===== src/shared/fsce_pkg.sv =====
package fsce_pkg;
	// status word layout
	localparam int SW_BUSY = 15;
	localparam int SW_TOP_LSB = 12;
	localparam int SW_CC_LSB = 8;
	localparam int SW_ES = 7;
	localparam logic [15:0] SW_RST = 16'h0000;
	// control word layout
	localparam int CW_PC_LSB = 8;
	localparam int CW_RC_LSB = 10;
	localparam int CW_IC = 12;
	localparam logic [15:0] CW_RST = 16'h033F;
	localparam logic [15:0] CW_USED = 16'h1F3F;
	// exception flag and mask positions
	localparam int EXC_INV = 0;
	localparam int EXC_DEN = 1;
	localparam int EXC_ZDV = 2;
	localparam int EXC_OVF = 3;
	localparam int EXC_UNF = 4;
	localparam int EXC_PRE = 5;
	// pointer image widths
	localparam int REAL_ADDR_W = 20;
	localparam int OPC_W = 11;
	// environment word indices
	localparam logic [2:0] ENV_CTRL = 3'h0;
	localparam logic [2:0] ENV_STAT = 3'h1;
	localparam logic [2:0] ENV_IP_LO = 3'h2;
	localparam logic [2:0] ENV_IP_HI = 3'h3;
	localparam logic [2:0] ENV_OP_LO = 3'h4;
	localparam logic [2:0] ENV_OP_HI = 3'h5;
	// host commands decoded by the bus interface unit
	typedef enum logic [3:0] {
		FSCE_CMD_NOP = 4'h0,
		FSCE_CMD_STORE_STATUS = 4'h1,
		FSCE_CMD_STORE_CTRL = 4'h2,
		FSCE_CMD_STORE_ENV = 4'h3,
		FSCE_CMD_SAVE_STATE = 4'h4,
		FSCE_CMD_LOAD_CTRL = 4'h5,
		FSCE_CMD_LOAD_ENV = 4'h6,
		FSCE_CMD_RESTORE_STATE = 4'h7,
		FSCE_CMD_CLEAR_EXC = 4'h8,
		FSCE_CMD_INIT = 4'h9,
		FSCE_CMD_ESC_EXEC = 4'hA
	} fsce_cmd_t;
	// condition code update kinds
	typedef enum logic [2:0] {
		FSCE_CC_NONE = 3'h0,
		FSCE_CC_COMPARE = 3'h1,
		FSCE_CC_REMAINDER = 3'h2,
		FSCE_CC_EXAMINE = 3'h3,
		FSCE_CC_ARITH = 3'h4
	} fsce_cc_kind_t;
	// compare outcome
	typedef enum logic [1:0] {
		FSCE_CMP_GT = 2'h0,
		FSCE_CMP_LT = 2'h1,
		FSCE_CMP_EQ = 2'h2,
		FSCE_CMP_UNORD = 2'h3
	} fsce_cmp_t;
	// stack operation
	typedef enum logic [1:0] {
		FSCE_STK_NONE = 2'h0,
		FSCE_STK_PUSH = 2'h1,
		FSCE_STK_POP = 2'h2
	} fsce_stk_t;
	// execution unit state, gray along idle -> busy
	typedef enum logic {
		FSCE_EU_IDLE = 1'b0,
		FSCE_EU_BUSY = 1'b1
	} fsce_eu_t;
endpackage


===== src/verilog/fsce_cc_encode.sv =====
`timescale 1ns/1ps
// condition code encoder for compare, remainder, examine and plain arithmetic
module fsce_cc_encode (
	input wire logic [2:0] i_kind,
	input wire logic [1:0] i_cmp,
	input wire logic i_rem_complete,
	input wire logic [2:0] i_rem_quot,
	input wire logic [3:0] i_cc_value,
	input wire logic i_sign,
	input wire logic [14:0] i_exp,
	input wire logic [63:0] i_sig,
	input wire logic i_empty,
	output logic [3:0] o_cc,
	output logic [3:0] o_cc_we,
	output logic o_is_nan
);
	logic exp_ones;
	logic exp_zero;
	logic frac_zero;
	assign exp_ones = &i_exp;
	assign exp_zero = ~|i_exp;
	assign frac_zero = ~|i_sig[62:0];
	// all-ones exponent with nonzero fraction bits 62 to 0 marks a nan
	assign o_is_nan = exp_ones & ~frac_zero;

	// codes are {c3,c2,c1,c0}
	always_comb begin
		o_cc = 4'h0;
		o_cc_we = 4'h0;
		case (fsce_pkg::fsce_cc_kind_t'(i_kind))
			fsce_pkg::FSCE_CC_COMPARE: begin
				o_cc_we = 4'hD;
				case (fsce_pkg::fsce_cmp_t'(i_cmp))
					fsce_pkg::FSCE_CMP_GT: o_cc = 4'h0;
					fsce_pkg::FSCE_CMP_LT: o_cc = 4'h1;
					fsce_pkg::FSCE_CMP_EQ: o_cc = 4'h8;
					default: o_cc = 4'hD;
				endcase
			end
			fsce_pkg::FSCE_CC_REMAINDER: begin
				if (i_rem_complete) begin
					o_cc = {i_rem_quot[1], 1'b0, i_rem_quot[0], i_rem_quot[2]};
					o_cc_we = 4'hF;
				end else begin
					// other flags undefined; kept as they were
					o_cc = 4'h4;
					o_cc_we = 4'h4;
				end
			end
			fsce_pkg::FSCE_CC_EXAMINE: begin
				o_cc_we = 4'hF;
				if (i_empty) begin
					o_cc = {3'h4, 1'b1};
				end else if (exp_zero && i_sig == 64'h0) begin
					o_cc = {2'h2, i_sign, 1'b0};
				end else if (exp_ones && frac_zero) begin
					o_cc = {2'h1, i_sign, 1'b1};
				end else if (exp_ones) begin
					// nan gets its own class, c0 set with c3 c2 clear, apart from the all-zero unsupported class
					o_cc = {2'h0, i_sign, 1'b1};
				end else if (exp_zero) begin
					o_cc = {2'h3, i_sign, 1'b0};
				end else if (i_sig[63]) begin
					o_cc = {2'h1, i_sign, 1'b0};
				end else begin
					o_cc = {2'h0, i_sign, 1'b0};
				end
			end
			fsce_pkg::FSCE_CC_ARITH: begin
				o_cc = i_cc_value;
				o_cc_we = 4'hF;
			end
			default: begin
				o_cc = 4'h0;
				o_cc_we = 4'h0;
			end
		endcase
	end
endmodule // fsce_cc_encode


===== src/verilog/fsce_top.sv =====
`timescale 1ns/1ps
// Notes on behaviour
// - status bit 15 reads 1 while the execution unit works, 0 when idle.
// - status and environment stores never set busy nor wait for it.
// - four condition flags in status follow arithmetic-type instruction outcomes.
// - status bits 14 to 12 hold the top-of-stack register index.
// - bit 7 set when an unmasked flag is set; it drives the error output.
// - status bits 5 to 0 are sticky exception flags set on detection.
// - implicit operands use top; explicit numbers count relative to top.
// - a new instruction captures instruction address, operand address and opcode.
// - real mode keeps 20-bit addresses and 11-bit opcode; protected keeps 32 bits.
// - captured instruction address points at the first prefix byte.
// - protected mode leaves the opcode out of the pointer image.
// - control bits 5 to 0 mask exceptions and select default responses.
// - control bits 9 and 8 choose reduced precision below full extended.
// - control bits 11 and 10 choose the rounding mode.
// - a control bit selects affine or projective infinity closure.
// - compare and test set c3 c2 c0 by outcome; c1 is kept.
// - complete remainder gives quotient bits; incomplete sets c2 only.
// - examine encodes the class and sign of the top register.
// - invalid covers stack faults and nans; masked gives default or propagated nan.
// - overflow and zero divide give a signed infinity when masked.
// - masked underflow denormalises the result by right shifting.
// - inexact results round per control and set the inexact flag.
// - push decrements top then writes; pop reads then increments top.
// - busy output rises as soon as execution begins.
module fsce_top (
	input wire logic i_clk,
	input wire logic i_sys_rst,
	input wire logic i_cmd_valid,
	input wire logic [3:0] i_cmd_code,
	input wire logic [2:0] i_cmd_word,
	input wire logic [15:0] i_cmd_data,
	output logic o_rd_valid,
	output logic [15:0] o_rd_data,
	input wire logic i_exec_start,
	input wire logic i_exec_done,
	input wire logic [31:0] i_esc_addr,
	input wire logic [3:0] i_prefix_len,
	input wire logic i_oper_valid,
	input wire logic [31:0] i_oper_addr,
	input wire logic [10:0] i_opcode,
	input wire logic i_prot_mode,
	input wire logic [1:0] i_stack_op,
	input wire logic [2:0] i_reg_rel,
	input wire logic [5:0] i_exc_detect,
	input wire logic i_res_sign,
	input wire logic [2:0] i_cc_kind,
	input wire logic [1:0] i_cmp_result,
	input wire logic i_rem_complete,
	input wire logic [2:0] i_rem_quot,
	input wire logic [3:0] i_cc_value,
	input wire logic i_opnd_sign,
	input wire logic [14:0] i_opnd_exp,
	input wire logic [63:0] i_opnd_sig,
	input wire logic i_opnd_empty,
	output logic [2:0] o_reg_index,
	output logic o_busy,
	output logic o_error,
	output logic [15:0] o_status,
	output logic [15:0] o_control,
	output logic [31:0] o_instr_ptr,
	output logic [31:0] o_oper_ptr,
	output logic [10:0] o_opcode,
	output logic o_resp_nan_default,
	output logic o_resp_nan_prop,
	output logic o_resp_infinity,
	output logic o_resp_inf_sign,
	output logic o_resp_denorm,
	output logic o_resp_continue,
	output logic o_exc_fault
);
	fsce_pkg::fsce_cmd_t cmd;
	fsce_pkg::fsce_eu_t eu_r;
	fsce_pkg::fsce_eu_t eu_nxt;
	logic [2:0] top_r;
	logic [2:0] top_nxt;
	logic [3:0] cc_r;
	logic [3:0] cc_nxt;
	logic [5:0] flags_r;
	logic [5:0] flags_nxt;
	logic [15:0] ctrl_r;
	logic [15:0] ctrl_nxt;
	logic es_nxt;
	logic ld_ctrl;
	logic ld_stat;
	logic do_init;
	logic rd_req;
	logic [15:0] rd_nxt;
	logic [3:0] enc_cc;
	logic [3:0] enc_we;
	logic opnd_nan;
	logic [31:0] first_byte;
	logic prot_r;
	logic [31:0] ip_r;
	logic [31:0] op_r;
	logic [10:0] opc_r;
	logic [5:0] mask_now;
	logic [5:0] det_masked;

	assign cmd = fsce_pkg::fsce_cmd_t'(i_cmd_code);
	assign mask_now = ctrl_r[5:0];
	assign det_masked = i_exc_detect & mask_now;

	// command decode: control loads, status loads and reads
	always_comb begin
		ld_ctrl = 1'b0;
		ld_stat = 1'b0;
		do_init = 1'b0;
		rd_req = 1'b0;
		if (i_cmd_valid) begin
			case (cmd)
				fsce_pkg::FSCE_CMD_LOAD_CTRL: ld_ctrl = 1'b1;
				fsce_pkg::FSCE_CMD_LOAD_ENV,
				fsce_pkg::FSCE_CMD_RESTORE_STATE: begin
					ld_ctrl = (i_cmd_word == fsce_pkg::ENV_CTRL);
					ld_stat = (i_cmd_word == fsce_pkg::ENV_STAT);
				end
				fsce_pkg::FSCE_CMD_INIT: do_init = 1'b1;
				fsce_pkg::FSCE_CMD_STORE_STATUS,
				fsce_pkg::FSCE_CMD_STORE_CTRL,
				fsce_pkg::FSCE_CMD_STORE_ENV,
				fsce_pkg::FSCE_CMD_SAVE_STATE: rd_req = 1'b1;
				default: rd_req = 1'b0;
			endcase
		end
	end

	// condition code classification lives in its own leaf
	fsce_cc_encode u_cc (
		.i_kind(i_cc_kind),
		.i_cmp(i_cmp_result),
		.i_rem_complete(i_rem_complete),
		.i_rem_quot(i_rem_quot),
		.i_cc_value(i_cc_value),
		.i_sign(i_opnd_sign),
		.i_exp(i_opnd_exp),
		.i_sig(i_opnd_sig),
		.i_empty(i_opnd_empty),
		.o_cc(enc_cc),
		.o_cc_we(enc_we),
		.o_is_nan(opnd_nan)
	);

	// busy follows the execution unit; init is the only admin command that touches it
	always_comb begin
		eu_nxt = eu_r;
		case (eu_r)
			fsce_pkg::FSCE_EU_IDLE: begin
				if (i_exec_start) begin
					eu_nxt = fsce_pkg::FSCE_EU_BUSY;
				end
			end
			fsce_pkg::FSCE_EU_BUSY: begin
				// a back-to-back start keeps busy high
				if (i_exec_done && !i_exec_start) begin
					eu_nxt = fsce_pkg::FSCE_EU_IDLE;
				end
			end
			default: eu_nxt = fsce_pkg::FSCE_EU_IDLE;
		endcase
		if (do_init) begin
			eu_nxt = fsce_pkg::FSCE_EU_IDLE;
		end
	end

	always_ff @(posedge i_clk or posedge i_sys_rst) begin
		if (i_sys_rst) begin
			eu_r <= fsce_pkg::FSCE_EU_IDLE;
			o_busy <= 1'b0;
		end else begin
			eu_r <= eu_nxt;
			o_busy <= (eu_nxt == fsce_pkg::FSCE_EU_BUSY);
		end
	end

	// top pointer: wraps naturally in three bits
	always_comb begin
		top_nxt = top_r;
		case (fsce_pkg::fsce_stk_t'(i_stack_op))
			fsce_pkg::FSCE_STK_PUSH: top_nxt = top_r - 3'h1;
			fsce_pkg::FSCE_STK_POP: top_nxt = top_r + 3'h1;
			default: top_nxt = top_r;
		endcase
		if (ld_stat) begin
			top_nxt = i_cmd_data[fsce_pkg::SW_TOP_LSB +: 3];
		end
		if (do_init) begin
			top_nxt = 3'h0;
		end
	end

	always_ff @(posedge i_clk or posedge i_sys_rst) begin
		if (i_sys_rst) begin
			top_r <= 3'h0;
		end else begin
			top_r <= top_nxt;
		end
	end

	// physical register select; push writes the new top, pop reads the old
	always_ff @(posedge i_clk or posedge i_sys_rst) begin
		if (i_sys_rst) begin
			o_reg_index <= 3'h0;
		end else if (i_stack_op == 2'(fsce_pkg::FSCE_STK_PUSH)) begin
			o_reg_index <= top_r - 3'h1;
		end else if (i_stack_op == 2'(fsce_pkg::FSCE_STK_POP)) begin
			o_reg_index <= top_r;
		end else begin
			o_reg_index <= top_r + i_reg_rel;
		end
	end

	// condition codes: per-bit write enable keeps untouched bits
	always_comb begin
		cc_nxt = (cc_r & ~enc_we) | (enc_cc & enc_we);
		if (ld_stat) begin
			cc_nxt = i_cmd_data[fsce_pkg::SW_CC_LSB +: 4];
		end
		if (do_init) begin
			cc_nxt = 4'h0;
		end
	end

	always_ff @(posedge i_clk or posedge i_sys_rst) begin
		if (i_sys_rst) begin
			cc_r <= 4'h0;
		end else begin
			cc_r <= cc_nxt;
		end
	end

	// sticky flags; a detection in the clearing cycle survives
	always_comb begin
		flags_nxt = flags_r;
		if (i_cmd_valid && cmd == fsce_pkg::FSCE_CMD_CLEAR_EXC) begin
			flags_nxt = 6'h00;
		end
		if (ld_stat) begin
			flags_nxt = i_cmd_data[5:0];
		end
		if (do_init) begin
			flags_nxt = 6'h00;
		end
		flags_nxt = flags_nxt | i_exc_detect;
	end

	always_ff @(posedge i_clk or posedge i_sys_rst) begin
		if (i_sys_rst) begin
			flags_r <= 6'h00;
		end else begin
			flags_r <= flags_nxt;
		end
	end

	// control word; unused bits hold zero
	always_comb begin
		ctrl_nxt = ctrl_r;
		if (ld_ctrl) begin
			ctrl_nxt = i_cmd_data & fsce_pkg::CW_USED;
		end
		if (do_init) begin
			ctrl_nxt = fsce_pkg::CW_RST;
		end
	end

	always_ff @(posedge i_clk or posedge i_sys_rst) begin
		if (i_sys_rst) begin
			ctrl_r <= fsce_pkg::CW_RST;
			o_control <= fsce_pkg::CW_RST;
		end else begin
			ctrl_r <= ctrl_nxt;
			o_control <= ctrl_nxt;
		end
	end

	// summary from next values, so loads and clears show at once
	assign es_nxt = |(flags_nxt & ~ctrl_nxt[5:0]);

	always_ff @(posedge i_clk or posedge i_sys_rst) begin
		if (i_sys_rst) begin
			o_error <= 1'b0;
			o_status <= fsce_pkg::SW_RST;
		end else begin
			o_error <= es_nxt;
			o_status <= {eu_nxt == fsce_pkg::FSCE_EU_BUSY, top_nxt, cc_nxt,
				es_nxt, 1'b0, flags_nxt};
		end
	end

	// prefix-adjusted start of the instruction
	assign first_byte = i_esc_addr - {28'h0000000, i_prefix_len};

	// pointer capture on each new numeric instruction
	always_ff @(posedge i_clk or posedge i_sys_rst) begin
		if (i_sys_rst) begin
			prot_r <= 1'b0;
			ip_r <= 32'h00000000;
			op_r <= 32'h00000000;
			opc_r <= 11'h000;
		end else if (i_cmd_valid && cmd == fsce_pkg::FSCE_CMD_ESC_EXEC) begin
			prot_r <= i_prot_mode;
			if (i_prot_mode) begin
				ip_r <= first_byte;
				opc_r <= 11'h000;
				if (i_oper_valid) begin
					op_r <= i_oper_addr;
				end
			end else begin
				ip_r <= {12'h000, first_byte[fsce_pkg::REAL_ADDR_W-1:0]};
				opc_r <= i_opcode;
				if (i_oper_valid) begin
					op_r <= {12'h000, i_oper_addr[fsce_pkg::REAL_ADDR_W-1:0]};
				end
			end
		end
	end

	always_ff @(posedge i_clk or posedge i_sys_rst) begin
		if (i_sys_rst) begin
			o_instr_ptr <= 32'h00000000;
			o_oper_ptr <= 32'h00000000;
			o_opcode <= 11'h000;
		end else begin
			o_instr_ptr <= ip_r;
			o_oper_ptr <= op_r;
			o_opcode <= opc_r;
		end
	end

	// read word mux; real mode packs opcode beside the high address nibble
	always_comb begin
		rd_nxt = 16'h0000;
		case (cmd)
			fsce_pkg::FSCE_CMD_STORE_STATUS: begin
				rd_nxt = {eu_r == fsce_pkg::FSCE_EU_BUSY, top_r, cc_r,
					|(flags_r & ~ctrl_r[5:0]), 1'b0, flags_r};
			end
			fsce_pkg::FSCE_CMD_STORE_CTRL: rd_nxt = ctrl_r;
			default: begin
				case (i_cmd_word)
					fsce_pkg::ENV_CTRL: rd_nxt = ctrl_r;
					fsce_pkg::ENV_STAT: begin
						rd_nxt = {eu_r == fsce_pkg::FSCE_EU_BUSY, top_r, cc_r,
							|(flags_r & ~ctrl_r[5:0]), 1'b0, flags_r};
					end
					fsce_pkg::ENV_IP_LO: rd_nxt = ip_r[15:0];
					fsce_pkg::ENV_IP_HI: begin
						// opcode only travels in the real mode image
						rd_nxt = prot_r ? ip_r[31:16] :
							{ip_r[19:16], 1'b0, opc_r};
					end
					fsce_pkg::ENV_OP_LO: rd_nxt = op_r[15:0];
					fsce_pkg::ENV_OP_HI: begin
						rd_nxt = prot_r ? op_r[31:16] : {op_r[19:16], 12'h000};
					end
					default: rd_nxt = 16'h0000;
				endcase
			end
		endcase
	end

	// stores answer the next cycle regardless of busy
	always_ff @(posedge i_clk or posedge i_sys_rst) begin
		if (i_sys_rst) begin
			o_rd_valid <= 1'b0;
			o_rd_data <= 16'h0000;
		end else begin
			o_rd_valid <= rd_req;
			if (rd_req) begin
				o_rd_data <= rd_nxt;
			end
		end
	end

	// masked default responses; an unmasked one faults instead
	always_ff @(posedge i_clk or posedge i_sys_rst) begin
		if (i_sys_rst) begin
			o_resp_nan_default <= 1'b0;
			o_resp_nan_prop <= 1'b0;
			o_resp_infinity <= 1'b0;
			o_resp_inf_sign <= 1'b0;
			o_resp_denorm <= 1'b0;
			o_resp_continue <= 1'b0;
			o_exc_fault <= 1'b0;
		end else begin
			o_resp_nan_default <= det_masked[fsce_pkg::EXC_INV] & ~opnd_nan;
			o_resp_nan_prop <= det_masked[fsce_pkg::EXC_INV] & opnd_nan;
			o_resp_infinity <= det_masked[fsce_pkg::EXC_OVF] |
				det_masked[fsce_pkg::EXC_ZDV];
			o_resp_inf_sign <= i_res_sign;
			o_resp_denorm <= det_masked[fsce_pkg::EXC_UNF];
			o_resp_continue <= det_masked[fsce_pkg::EXC_PRE] |
				det_masked[fsce_pkg::EXC_DEN];
			o_exc_fault <= |(i_exc_detect & ~mask_now);
		end
	end
endmodule // fsce_top


===== config.mk =====
export PLATFORM = sky130hd
export DESIGN_NAME = fsce_top
export DESIGN_NICKNAME = d
export VERILOG_FILES = /design/src/shared/fsce_pkg.sv /design/src/verilog/fsce_cc_encode.sv /design/src/verilog/fsce_top.sv
export SDC_FILE = /design/constraint.sdc
export NUM_CORES = 1
export LEC_CHECK = 0
export ABC_AREA = 1
export BUFFER_PORTS_ARGS = -buffer_cell sky130_fd_sc_hd__buf_2
export CORE_AREA = 2 2 152 154
export DETAILED_ROUTE_END_ITERATION = 10
export DIE_AREA = 0 0 154 156
export PLACE_DENSITY = 0.77
export SLEW_MARGIN = 25
export SYNTH_ARGS = -nofsm -noshare
export SYNTH_HDL_FRONTEND = slang
export SYNTH_HIERARCHICAL = 1
export SYNTH_SLANG_ARGS = --single-unit
export TNS_END_PERCENT = 20

===== constraint.sdc =====
create_clock -name i_clk -period 6.5 [get_ports i_clk]
set_input_delay 0.65 -clock i_clk [delete_from_list [all_inputs] [get_ports i_clk]]
set_output_delay 0.65 -clock i_clk [all_outputs]
set_load 0.03 [all_outputs]

==> impl_metrics.toml <==
[clock_tree]
clkSinkCount = 204
cts_buffer_depth = 3
path_clk_slew_ns = 0.06
htreeDepth = 1
cts_setup_buffers = 0
cts_inserted_buffers = 23
cts_root_buffer = "clkbuf_16"
tritoncts = "done"
cts_hold_buf = 0
ctsResizeCount = 0
clk_latency_ns = 0.52

[yosys]
ys_ff_latch = 204
yosysTopAreaCellShare_pct = 48.08
synthTopCellsByCount = "nand2_1, dfrtp_1, inv_1"
syn_avg_cell_area_um2 = 8.207
synthArstFlopShare_pct = 100.0
synthTopCellsByArea = "dfrtp_1, nand2_1, inv_1, nor2_1, o21ai_0"
yosysWarnings = 6
ys_types = 55
netlist_instances = 1243
yosysMostFrequentCell = "nand2_1"
synth_flop_cell = "dfrtp_1"
yosysTopAreaCell = "dfrtp_1"
syn_area_um2 = 10200
synth_edf_count = 0
yosysSeqAreaShare_pct = 50.14

[sta]
max_slew_margin_pct = 39.10
setup_viol = 0
tns_ns = 0
hold_ws_ns = 0.2040
fmax_mhz = 402.1
rsz0062_at_grt = "no"
min_period_ns = 2.487
worst_slew_pin_slew_ns = 0.9135
final_hold_viol_count = 0
drv_slew = 0
final.period_utilization_pct = 38.26
fin_worst_skew_ns = 0.02731

[critical_path]
crit_slowest_cell = "dfrtp_1"
startpoint_type = "flip-flop"
crit_type = "flip-flop to flip-flop"
critPathCaptureType = "flip-flop"
critPathMaxFanout = 32
cp_num_buf_inv = 1
required_ns = 6.95
critPathMaxStageDelay_ns = 0.94
cp_common_cell = "nand2_1"
regToRegSetupSlack_ns = 4.01
crit_arrival_ns = 2.94
cp_cell_sequence = "inv_1 > nor2_4 > nand2_1 > o21a_1 > nand3b_1 > nand2_1 > a21boi_1"
cp_top_family = "flip-flops"

[layout]
multi_input_comb_area_um2 = 4178
fill_cells = 2059
diodes = 0
finish.utilization_pct = 57.17
final_nets = 1799
layout-drive-gt1-share_pct = 29.31
syn_to_final_growth_pct = 25.35
regArea_um2 = 5115

[power]
p_per_area_nw_per_um2 = 318.8
p_comb_share_pct = 26.3
p_int_uw = 2630
power.leakage_uw = 0.006853
netSwitchingPower_uw = 1447
swShare_pct = 35.49
seq_power_share_pct = 41.9
ir_worst_vdd_uv = 173.6
p_clk_share_pct = 31.8

[floorplan]
die_h_um = 156
coreArea_um2 = 22370
die_area_um2 = 24020
chipWidth_um = 154
ios = 351
start_util_pct = 45.61
floorplan.rows = 55

[drt]
ant_nets = 0
num_vias = 9684
dr.first_iter.drc_count = 770
drc = 0
wl_um = 33000
wire_per_inst_um = 17.60
avgViaCountPerCell = 5.165
dr.pass1.iters = 5

[placed_design]
dp_hpwl_um = 25480
io_buffer_count = 341
gp_congestion = 0.9318

[global_routing]
grt_max_degree = 141
overflow = 0
grtUsageTotal_pct = 27.02
grt_pass1_wl_um = 50480
grt_antenna_before_repair = 1
grt_pass1_vias = 9364

[flow_run]
cap_violations = 0

[hold_path]
hp-class = "input port to asynchronous set/reset pin"

[outcome]
status = "completed"
[path summary, 6_finish.rpt]
path                                           start                         to  cells after the start
worst max register to register    prot_r$_DFFE_PP0P_  o_rd_data[11]$_DFFE_PP0P_                      7
max in group asynchronous                  i_sys_rst  o_instr_ptr[10]$_DFF_PP0_                      3
worst min register to register  op_r[13]$_DFFE_PP0P_   o_oper_ptr[13]$_DFF_PP0_                      0
min in group i_clk                        i_res_sign  o_resp_inf_sign$_DFF_PP0_                      1
worst max-delay path              prot_r$_DFFE_PP0P_  o_rd_data[11]$_DFFE_PP0P_                      7
worst min-delay path                       i_sys_rst       opc_r[3]$_DFFE_PP0P_                      2
[cell type report]
class,count,area share (%)
Timing Repair Buffer,342,13.41
Clock buffer,32,5.078
Multi-Input combinational cell,834,32.67
Tap cell,285,2.789
Sequential cell,204,40.00
Inverter,168,5.196
Clock inverter,10,0.8611
[through the flow]
stage	instance area, um2	instances	total power, uW	setup slack [ns]
2_1_floorplan	10220	1248	2362	0.2958
4_1_cts	12780	1875	4099	4.025
3_3_place_gp	12020	1833	2772	3.607
3_5_place_dp	12020	1833	2793	3.561
5_1_grt	12790	1875	4271	3.825
6_report	12790	1875	4077	4.013
[logic make-up after synthesis]
| family | after synthesis | synth area share, % |
|---|---|---|
| AND/OR/NAND/NOR | 591 | 25.56 |
| AO/OA/AOI/OAI | 220 | 13.16 |
| buffers and inverters | 210 | 9.089 |
| flip-flops | 204 | 50.14 |
| adder cells (fa/ha/maj) | 11 | 1.496 |
| XOR/XNOR | 6 | 0.5151 |
| other | 1 | 0.03676 |
[placed cells by master, fill, tap and decap left out, types with 9 or more instances in the layout]
cell and instances:
nand2_2 13, a32o_1 11, o22ai_1 25, inv_1 154, nor2_1 137, a21oi_1 37
nand3_1 72, inv_2 9, ha_1 9, o21ai_1 11, nor2_2 12, o21ai_2 9
buf_2 341, dfrtp_1 196, nor3_1 13, o21ai_0 86, nand2_1 301, clkbuf_16 23
or2_2 10
[power by group through the flow]
stage | Clock [uW] | Sequential, uW | Combinational, uW
after floorplan | 0 | 1980 | 383
after global placement | 0 | 1710 | 1060
after detailed placement | 0 | 1720 | 1070
after CTS | 1320 | 1710 | 1080
after global routing | 1380 | 1730 | 1160
final | 1300 | 1710 | 1070
[sequential cells by signal, summed over array words and instances, names as in the netlist, 11 cells and up]
name and count:
ctrl_r 11, ip_r 32, o_instr_ptr 32, o_opcode 11, o_oper_ptr 32, o_rd_data 16
op_r 32, opc_r 11
[metal layers]
layer  share of wire (%)  global-route usage, %  up-vias
met5                   0                      0        -
met4                 2.4                  6.943        0
met3                 8.4                  3.750       44
met2                  49                  47.43      459
met1                  40                  35.43     4529
li1                    -                      -     4652
Note: power is estimated with default switching activity, not from simulation.
